File: src/include/ref_osc_trim_pkg.sv
// Constants and types shared by the reference oscillator trim register block.
// Assumes an 8-bit register port whose addresses are byte addresses.
package ref_osc_trim_pkg;

  // ----------------------------------------
  // Register map
  // ----------------------------------------
  localparam logic [15:0] ADDR_TRIM_HIGH  = 16'h02F8;
  localparam logic [15:0] ADDR_TRIM_LOW   = 16'h02F9;
  localparam logic [15:0] ADDR_GUARD      = 16'h02FB;

  // ----------------------------------------
  // Field layout of the trim pair
  // ----------------------------------------
  localparam int          TC_MSB          = 15;
  localparam int          TC_LSB          = 11;
  localparam int          UNUSED_BIT      = 10;
  localparam int          FREQ_MSB        = 9;
  localparam int          COARSE_LSB      = 6;
  localparam int          FINE_MSB        = 5;
  localparam logic [7:0]  HIGH_WR_MASK    = 8'hFB;

  // ----------------------------------------
  // Values after reset and codes
  // ----------------------------------------
  localparam logic [15:0] TRIM_RESET      = 16'h0000;
  localparam logic        GUARD_RESET     = 1'b0;
  localparam logic [7:0]  GUARD_UNLOCK    = 8'h26;
  localparam logic [7:0]  RDATA_UNMAPPED  = 8'h00;
  localparam logic [3:0]  TC_MAG_OFF      = 4'h0;

  typedef struct packed {
    logic [4:0] temp_coeff_trim;
    logic       unused;
    logic [9:0] ref_freq_trim;
  } trim_pair_s;

  typedef struct packed {
    logic       comp_on;
    logic       dir_positive;
    logic [3:0] magnitude;
  } tc_ctrl_s;

  typedef enum logic [1:0] {
    ST_LOAD = 2'b01,
    ST_RUN  = 2'b10
  } load_state_e;

endpackage

File: src/logic/ref_osc_trim_regs.sv
// Trim register pair of the internal 1 MHz reference oscillator, with its write guard.
// Assumes a synchronous register port, a factory trim word stable at reset release,
// and that PLL lock and oscillator-up flags are held elsewhere and cleared by pulse.
//
// Summary of operation
// - After reset release the factory trim word, with bit 10 cleared, is copied into both trim registers.
// - Trim registers read at any time and take writes only while the write guard is clear.
// - An accepted trim write while the PLL clock is selected clears the lock and osc-up flags.
// - Bits 15 to 11 of the pair hold the temperature trim and drive the compensation control.
// - Bits 9 to 0 hold the frequency trim, whose top four bits pick coarse steps.
// - The low six frequency bits pick fine steps.
// - Temperature codes 00000 and 10000 switch the compensation off.
// - The top temperature bit gives the direction and the lower four the magnitude.
// - Writing 26h to the guard register clears the guard and any other write sets it.
`timescale 1ns/100ps
`default_nettype none
module ref_osc_trim_regs
  import ref_osc_trim_pkg::*;
(
  // Clock and reset
  input  wire logic        REF_CLK,
  input  wire logic        RESET,
  // Register port
  input  wire logic [15:0] ADDR,
  input  wire logic [7:0]  WDATA,
  input  wire logic        WR,
  input  wire logic        RD,
  output logic      [7:0]  RDATA,
  // Factory trim source
  input  wire logic [15:0] FLASH_TRIM,
  // Clock system status
  input  wire logic        PLL_CLOCK_SELECTED,
  output logic             LOCK_CLR,
  output logic             OSC_UP_CLR,
  // Oscillator controls
  output logic      [4:0]  TEMP_COEFF_TRIM,
  output logic      [3:0]  FREQ_COARSE,
  output logic      [5:0]  FREQ_FINE,
  output var  ref_osc_trim_pkg::tc_ctrl_s TC_CTRL,
  output logic             CONFIG_WRITE_GUARD,
  output logic             TRIM_LOADED
);
  import ref_osc_trim_pkg::*;

  // ----------------------------------------
  // State
  // ----------------------------------------
  trim_pair_s  trim_r;
  trim_pair_s  trim_nxt;
  logic        guard_r;
  logic        guard_nxt;
  logic [7:0]  rdata_r;
  logic [7:0]  rdata_nxt;
  logic        clr_r;
  logic        clr_nxt;
  load_state_e state_r;
  load_state_e state_nxt;
  logic [1:0]  lane_we;
  logic [15:0] lane_bits;

  // ----------------------------------------
  // Decode
  // ----------------------------------------
  wire logic sel_high   = (ADDR == ADDR_TRIM_HIGH);
  wire logic sel_low    = (ADDR == ADDR_TRIM_LOW);
  wire logic sel_guard  = (ADDR == ADDR_GUARD);
  wire logic wr_open    = WR && !guard_r && (state_r == ST_RUN);
  wire logic wr_high    = wr_open && sel_high;
  wire logic wr_low     = wr_open && sel_low;
  wire logic wr_trim    = wr_high || wr_low;
  wire logic loading    = (state_r == ST_LOAD);

  wire logic [15:0] trim_bits = trim_r;
  wire logic [15:0] flash_bits = FLASH_TRIM;
  wire logic [7:0]  high_merge = (WDATA & HIGH_WR_MASK);

  // ----------------------------------------
  // Byte lanes
  // ----------------------------------------
  // Lane 1 is the high byte, lane 0 the low byte
  assign lane_we = {wr_high, wr_low};

  // Loading wins; a write cannot land in the load cycle anyway
  for (genvar lane = 0; lane < 2; lane++) begin : g_lane
    wire logic [7:0] lane_wdata = (lane == 1) ? high_merge : WDATA;
    wire logic [7:0] lane_old   = trim_bits[lane*8 +: 8];
    wire logic [7:0] lane_flash = flash_bits[lane*8 +: 8];
    assign lane_bits[lane*8 +: 8] = loading       ? lane_flash :
                                    lane_we[lane] ? lane_wdata : lane_old;
  end

  // ----------------------------------------
  // Trim next value
  // ----------------------------------------
  // Bit 10 forced low here so it can never hold a value, even from flash
  always_comb begin
    trim_nxt        = lane_bits;
    trim_nxt.unused = 1'b0;
  end

  // ----------------------------------------
  // Guard
  // ----------------------------------------
  // Guard write is never itself guarded, so software can always unlock
  assign guard_nxt = (WR && sel_guard) ? (WDATA != GUARD_UNLOCK) : guard_r;

  // ----------------------------------------
  // Load sequencing
  // ----------------------------------------
  // One load cycle; an illegal code restarts the load rather than hang
  always_comb begin
    unique case (state_r)
      ST_LOAD: begin
        state_nxt = ST_RUN;
      end
      ST_RUN: begin
        state_nxt = ST_RUN;
      end
      default: begin
        state_nxt = ST_LOAD;
      end
    endcase
  end

  // ----------------------------------------
  // Read path
  // ----------------------------------------
  wire logic [7:0] rd_high  = trim_bits[15:8];
  wire logic [7:0] rd_low   = trim_bits[7:0];
  wire logic [7:0] rd_guard = {7'h00, guard_r};
  wire logic [7:0] rd_sel   = sel_high  ? rd_high :
                              sel_low   ? rd_low :
                              sel_guard ? rd_guard : RDATA_UNMAPPED;
  assign rdata_nxt = RD ? rd_sel : RDATA_UNMAPPED;

  // ----------------------------------------
  // Clear pulse
  // ----------------------------------------
  // Registered so the flag logic sees a clean one-cycle pulse
  assign clr_nxt = wr_trim && PLL_CLOCK_SELECTED;

  // ----------------------------------------
  // Trim and guard registers
  // ----------------------------------------
  always_ff @(posedge REF_CLK or posedge RESET) begin
    if (RESET) begin
      trim_r <= TRIM_RESET;
    end else begin
      trim_r <= trim_nxt;
    end
  end

  always_ff @(posedge REF_CLK or posedge RESET) begin
    if (RESET) begin
      guard_r <= GUARD_RESET;
    end else begin
      guard_r <= guard_nxt;
    end
  end

  // ----------------------------------------
  // Status registers
  // ----------------------------------------
  // Read data falls back to zero one cycle after the strobe
  always_ff @(posedge REF_CLK or posedge RESET) begin
    if (RESET) begin
      rdata_r <= RDATA_UNMAPPED;
    end else begin
      rdata_r <= rdata_nxt;
    end
  end

  always_ff @(posedge REF_CLK or posedge RESET) begin
    if (RESET) begin
      clr_r <= 1'b0;
    end else begin
      clr_r <= clr_nxt;
    end
  end

  always_ff @(posedge REF_CLK or posedge RESET) begin
    if (RESET) begin
      state_r <= ST_LOAD;
    end else begin
      state_r <= state_nxt;
    end
  end

  // ----------------------------------------
  // Outputs
  // ----------------------------------------
  tc_ctrl_s tc_ctrl;

  tc_trim_decode u_tc_decode (
    .code (trim_r.temp_coeff_trim),
    .ctrl (tc_ctrl)
  );

  assign RDATA              = rdata_r;
  assign LOCK_CLR           = clr_r;
  assign OSC_UP_CLR         = clr_r;
  assign TEMP_COEFF_TRIM    = trim_bits[TC_MSB:TC_LSB];
  assign FREQ_COARSE        = trim_bits[FREQ_MSB:COARSE_LSB];
  assign FREQ_FINE          = trim_bits[FINE_MSB:0];
  assign TC_CTRL            = tc_ctrl;
  assign CONFIG_WRITE_GUARD = guard_r;
  assign TRIM_LOADED        = (state_r == ST_RUN);

endmodule // ref_osc_trim_regs
`default_nettype wire

File: src/logic/tc_trim_decode.sv
// Decoder for the temperature-coefficient trim code.
// Assumes a stable 5-bit code from the trim register.
`timescale 1ns/100ps
`default_nettype none
module tc_trim_decode
  import ref_osc_trim_pkg::*;
(
  // Trim code in
  input  wire logic [4:0] code,
  // Compensation control out
  output var  ref_osc_trim_pkg::tc_ctrl_s ctrl
);
  import ref_osc_trim_pkg::*;

  wire logic [3:0] mag  = code[3:0];
  wire logic       dir  = code[4];
  wire logic       on   = (mag != TC_MAG_OFF);

  // ----------------------------------------
  // Direction and magnitude
  // ----------------------------------------
  assign ctrl = '{comp_on: on, dir_positive: dir, magnitude: mag};

endmodule // tc_trim_decode
`default_nettype wire

File: config.mk
export PLATFORM = sky130hd
export DESIGN_NAME = ref_osc_trim_regs
export DESIGN_NICKNAME = d
export VERILOG_FILES = /design/src/include/ref_osc_trim_pkg.sv /design/src/logic/ref_osc_trim_regs.sv /design/src/logic/tc_trim_decode.sv
export SDC_FILE = /design/constraint.sdc
export NUM_CORES = 1
export LEC_CHECK = 0
export ABC_AREA = 0
export BUFFER_PORTS_ARGS = -buffer_cell sky130_fd_sc_hd__buf_4
export CAP_MARGIN = 20
export CORE_AREA = 4 4 62 64
export CTS_CLUSTER_DIAMETER = 80
export CTS_CLUSTER_SIZE = 12
export DETAILED_ROUTE_END_ITERATION = 8
export DIE_AREA = 0 0 66 68
export GPL_TIMING_DRIVEN = 0
export PLACE_DENSITY_LB_ADDON = 0.2
export SLEW_MARGIN = 20
export SYNTH_ARGS = -nofsm -noshare
export SYNTH_HDL_FRONTEND = slang
export SYNTH_SLANG_ARGS = --single-unit
File: constraint.sdc
create_clock -name REF_CLK -period 4.7 [get_ports REF_CLK]
set_clock_uncertainty 0.15 [all_clocks]
set_input_delay 0.235 -clock REF_CLK [delete_from_list [all_inputs] [get_ports REF_CLK]]
set_output_delay 0.235 -clock REF_CLK [all_outputs]
set_load 0.005 [all_outputs]
# After elaboration in Yosys (flattened, before gate mapping)
# Index checks and enable logic that the tools add are counted.
# word_totals
ff_bits,27
inputBits,45
output_inout_bits,33
word_cells,34
# op_classes
n_eq_ne,6
muxes,9
n_reduce_logical,12
# op_table
operator,n
two-way mux 8 bit,7
equality test 16 x 10 -> 1 bit (second input constant),3
inequality test 8 x 6 -> 1 bit (second input constant),1
logical AND 1 bit,6
nonzero test 2 bit,2
nonzero test 4 bit,1
equality test 2 x 1 -> 1 bit (second input constant),1
equality test 2 bit (second input constant),1
two-way mux 2 bit,1
OR reduction 2 bit,1
logical NOT 1 bit,1
logical OR 1 bit,1
two-way mux 1 bit,1

# Logic depth before layout (Yosys ltp)
# depth
depth_word,6
ltp_mapped,7
mapped_depth_nobuf,6

# By module
# Synthesis repeated with hierarchy kept, for this count alone.
# unflattened
cells_unflattened,147
area_unflattened_um2,1508.9
# by_module_without_submodules
module,n_inst,cells_per_inst,area_per_inst_um2,seq_area_each_um2
ref_osc_trim_regs,1,140,1456.4,676.9
tc_trim_decode,1,7,52.6,0.0

# Worst setup path after synthesis
# OpenSTA, ideal clock, no wires.
# synth_timing
kind,reg2reg
start,register state_r[0]
end,register trim_r (netlist bit FREQ_COARSE[1])
setup_time_ps,126
arrival_time_ps,1496
required_ps,4424
setup_slack_ps,2928
path_stages_with_launch,8
period_less_slack_ps,1772
cell_sequence,dfstp_2 -> inv_1 -> ha_1 -> and4bb_2 -> buf_6 -> buf_6 -> a41oi_1 -> a21oi_1
# synth_between
elab_chain_cells,4
# synth_rtl
item,line,source
from (decl),ref_osc_trim_regs.sv:56,load_state_e state_r;
from (signal assigned),ref_osc_trim_regs.sv:185,state_r <= state_nxt;
equality test 2 bit,-,
net TRIM_LOADED,ref_osc_trim_regs.sv:41,output logic TRIM_LOADED
logical AND 1 bit,ref_osc_trim_regs.sv:67,wire logic wr_open = WR && !guard_r && (state_r == ST_RUN);
logical AND 1 bit,ref_osc_trim_regs.sv:69,wire logic wr_low = wr_open && sel_low;
nonzero test 2 bit (no line),-,
to (signal assigned),ref_osc_trim_regs.sv:149,trim_r <= trim_nxt;
to (decl),ref_osc_trim_regs.sv:48,trim_pair_s trim_r;
# The timed path passes the listed nets, and every way through them passes these cells.
# A chain may end at the register's enable or synchronous reset.

# Final worst setup path
# layout_timing
start,register trim_r (netlist bit TEMP_COEFF_TRIM[0])
end,output port TC_CTRL[5] (netlist name)
# layout_between
elab_chain_cells,1
# layout_rtl
item,line,source
nonzero test 4 bit,tc_trim_decode.sv:17,wire logic on = (mag != TC_MAG_OFF);
to (decl),ref_osc_trim_regs.sv:39,"output var ref_osc_trim_pkg::tc_ctrl_s TC_CTRL,"
# No other way between the ends.

==> summary.md <==
| Metric | Value |
|---|---|
| Total length of routed wires | 4370 um |
| Worst EP arrival | 1560 ps |
| Top cells by area, synth | dfrtp_1 (42%), a41oi_1 (7.9%), o21ai_0 (5.2%) |
| DRC violations left | 0 |
| Share of layout cells above drive strength 1 | 46.4% |
| Syn avg cell area | 10.6 um^2 |
| Post-cts resize count | 0 |
| Worst hold-check path type | primary input to register |
| Setup slack, reg-to-reg | approximately 2800 ps |
| Worst-Margin Slew | 573 ps |
| Die Span Y | 68 um |
| Tmin final | 1940 ps |
| Dpl ws | roughly 2800 ps |
| Power Total | 0.000434 W |
| Final setup viols | 0 |
| Seq/Total Area, Yosys | 43.6% |
| Vias in the first global route | 1505 |
| Initial antenna violation count | 0 |
| Area share of fa/ha/maj cells after synthesis | 1.61% |
| PD cells | between 150 and 200 nW/um^2 |
| Initial Utilization | 47.3% |
| Cells after synthesis | 147 |
| DRT Pass-1 Iters | 4 |
| Yosys cell types | 33 |
| Core ar. | between 3000 and 4000 um^2 |
| Syn Std Cell Area | 1550 um^2 |
| Post-Syn Nets | 194 |
| Hold Fails Final Rpt | 3 |
| Sink Count | 27 |
| Async SR Flop Fraction | between 90% and 100% |
| Critical Path End Type | output pin |
| Worst-path fanout max | 5 |
| Diode count | 0 |
| P&R area growth vs syn | 46.1% |
| RSZ-0062 raised after global routing | no |
| Number of DRC markers in iteration 0 | 74 |
| Placed Cells incl. Taps | 268 |
| Row cnt | 21 |
| Port bufs | 75 |
| Clock slew at reported path FFs | 140 ps |
| DIE AREA | 4490 um^2 |
| Status | complete, but fails checks |
| Io pins | 78 |
| Global placer's final weighted congestion | 0.818 |
| Leakage power | 1.10 nW |
| Max Clock Freq | 515 MHz |
| Top cell type's share of synthesized area | 41.9% |
| Clock Latency Late Sink | 330 ps |
| Max-cap violations | 0 |
| Cell type with the largest total area after synthesis | dfrtp_1 |
| Post-synthesis compound-gate area fraction | 18.9% |
| TNS Setup | 0 ps |
| Fill cells | 278 |
| Max Slew Vio Count | 0 |
| Via density | 5.19 |
| Worst VDD drop | 0.101 mV |
| Yosys Warn Count | 0 |
| CTS Root Cell | clkbuf_4 |
| Simple-Gate Fraction of Synth Area | 19.6% |
| Mux share of post-synthesis cell area | 5.48% |
| Final Non-Filler Cells | around 280 |
| TritonCTS clock tree | yes |
| Via count | 1449 |
| Fin worst setup slack | ~2800 ps |
| Post-synth EDFFs | 0 |
| GRT Overall Usage | 21.0% |
| Yosys reg bits | 27 |
| WL/cell | 15.7 um |
| Critical path type | register to output pin |
| Required time of the critical path | 4320 ps |
| Clock Tree Buf Depth | 2 |
| Routed Antenna Nets | 0 |
| Largest family of logic cells by synthesized area | simple AND/OR/NAND/NOR gates |
| Period utilization | between 40% and 50% |
| Die W | 66 um |
| H-tree Lvls | 1 |
| TritonCTS Buffers | 3 |
| Hpwl dp | 3310 um |
| Global-route wire length before repair | 7180 um |
| Pin count of the biggest net entering global routing | 28 |
| Layout Nets | 281 |
| Predominant post-synthesis flop cell | dfrtp_1 |
| Congestion Overflow GR | 0 |
| Xor-xnor portion of the synthesized cell area | 0% |
| Worst hold slack | -6.25 ps |
| Rel. slew slack | 61.8% |
| Setup crit start kind | register |
| Failing checks | hold timing |
[per-stage QoR]
step,cell area (um^2),utilization (%)
3_5_place_dp,2170,66.2
6_report,2270,69.1
5_1_grt,2270,69.1
2_1_floorplan,1550,-
3_3_place_gp,2170,66.2
4_1_cts,2240,68.2
[flip-flops by register name (all words and copies together), names as in the netlist]
register	cells
CONFIG_WRITE_GUARD	1
LOCK_CLR	1
state_r	2
TEMP_COEFF_TRIM	5
FREQ_FINE	6
FREQ_COARSE	4
RDATA	8
[final cells by class]
cell class	count	area [um^2]	share of cell area, %
repair buffers	82	633	27.9
multi-input cells	98	708	31.2
well taps	46	57.6	2.53
flip-flops and latches	27	677	29.8
inverters	5	18.8	0.826
clock buffers	4	26.3	1.16
plain buffers	17	150	6.61
[layer usage]
metal / vias up / GRT usage (%) / part of all wire (%)
met5: - / 0 / 0
li1: 700 / - / -
met1: 681 / 24.9 / 39
met3: 5 / 3.61 / 7.5
met4: 0 / 6.60 / 1.0
met2: 63 / 38.8 / 53
[Yosys cell counts, drive strengths merged (4+ instances only)]
master and number:
dfrtp 26, o21ai 16, a21oi 15, a41oi 15, buf 15, nor2b 12, nor2 8, mux2i 7
nand2 5, and2b 4, inv 4
[cells in the final DEF (no fill, tap or decap), types with 2 or more instances in the layout]
master | Yosys | layout
buf_4 | 8 | 83
dfrtp_1 | 26 | 26
o21ai_0 | 16 | 16
a21oi_1 | 15 | 15
a41oi_1 | 14 | 14
nor2b_1 | 12 | 12
nor2_1 | 8 | 8
mux2i_1 | 7 | 7
dlygate4sd3_1 | 0 | 7
buf_6 | 5 | 5
nand2_1 | 5 | 5
and2b_2 | 4 | 4
inv_1 | 4 | 3
clkbuf_4 | 0 | 3
clkbuf_1 | 1 | 2
and3_2 | 2 | 2
ha_1 | 2 | 2
[path summary, 6_finish.rpt]
kind,from,to,depth (start not counted)
min in group asynchronous,RESET,RDATA[5]$_DFF_PP0_,3
setup / recovery,TEMP_COEFF_TRIM[0]$_DFFE_PP0P_,TC_CTRL[5],3
max in group asynchronous,RESET,FREQ_FINE[1]$_DFFE_PP0P_,3
setup reg to reg,state_r[0]$_DFF_PP1_,TEMP_COEFF_TRIM[3]$_DFFE_PP0P_,7
hold reg to reg,state_r[1]$_DFF_PP0_,state_r[0]$_DFF_PP1_,1
hold / removal,FLASH_TRIM[3],FREQ_FINE[3]$_DFFE_PP0P_,3
[repair_timing]
item,CTS,global route
endpoints found under the hold margin,4,28
hold buffers,4,3
buffers inserted,0,0
[power breakdown]
part            total, W  internal, W  switching (W)
Combinational  0.0000852    0.0000518      0.0000334
Sequential      0.000245     0.000239     0.00000645
Clock           0.000103    0.0000333      0.0000696
Total           0.000434     0.000324       0.000109
[cell families after synthesis]
group,count (synthesis)
muxes,8
AOI/OAI and AO/OA,46
buffers and inverters,22
DFF,27
and+or+nand+nor,42
adders and majority gates,2
[worst max-delay path, cell delays in order, from the launching register on]
cell,delay (ps)
dfrtp_1,450
or4_1,520
buf_4,140
buf_4,120
Note: power is estimated with default switching activity, not from simulation.
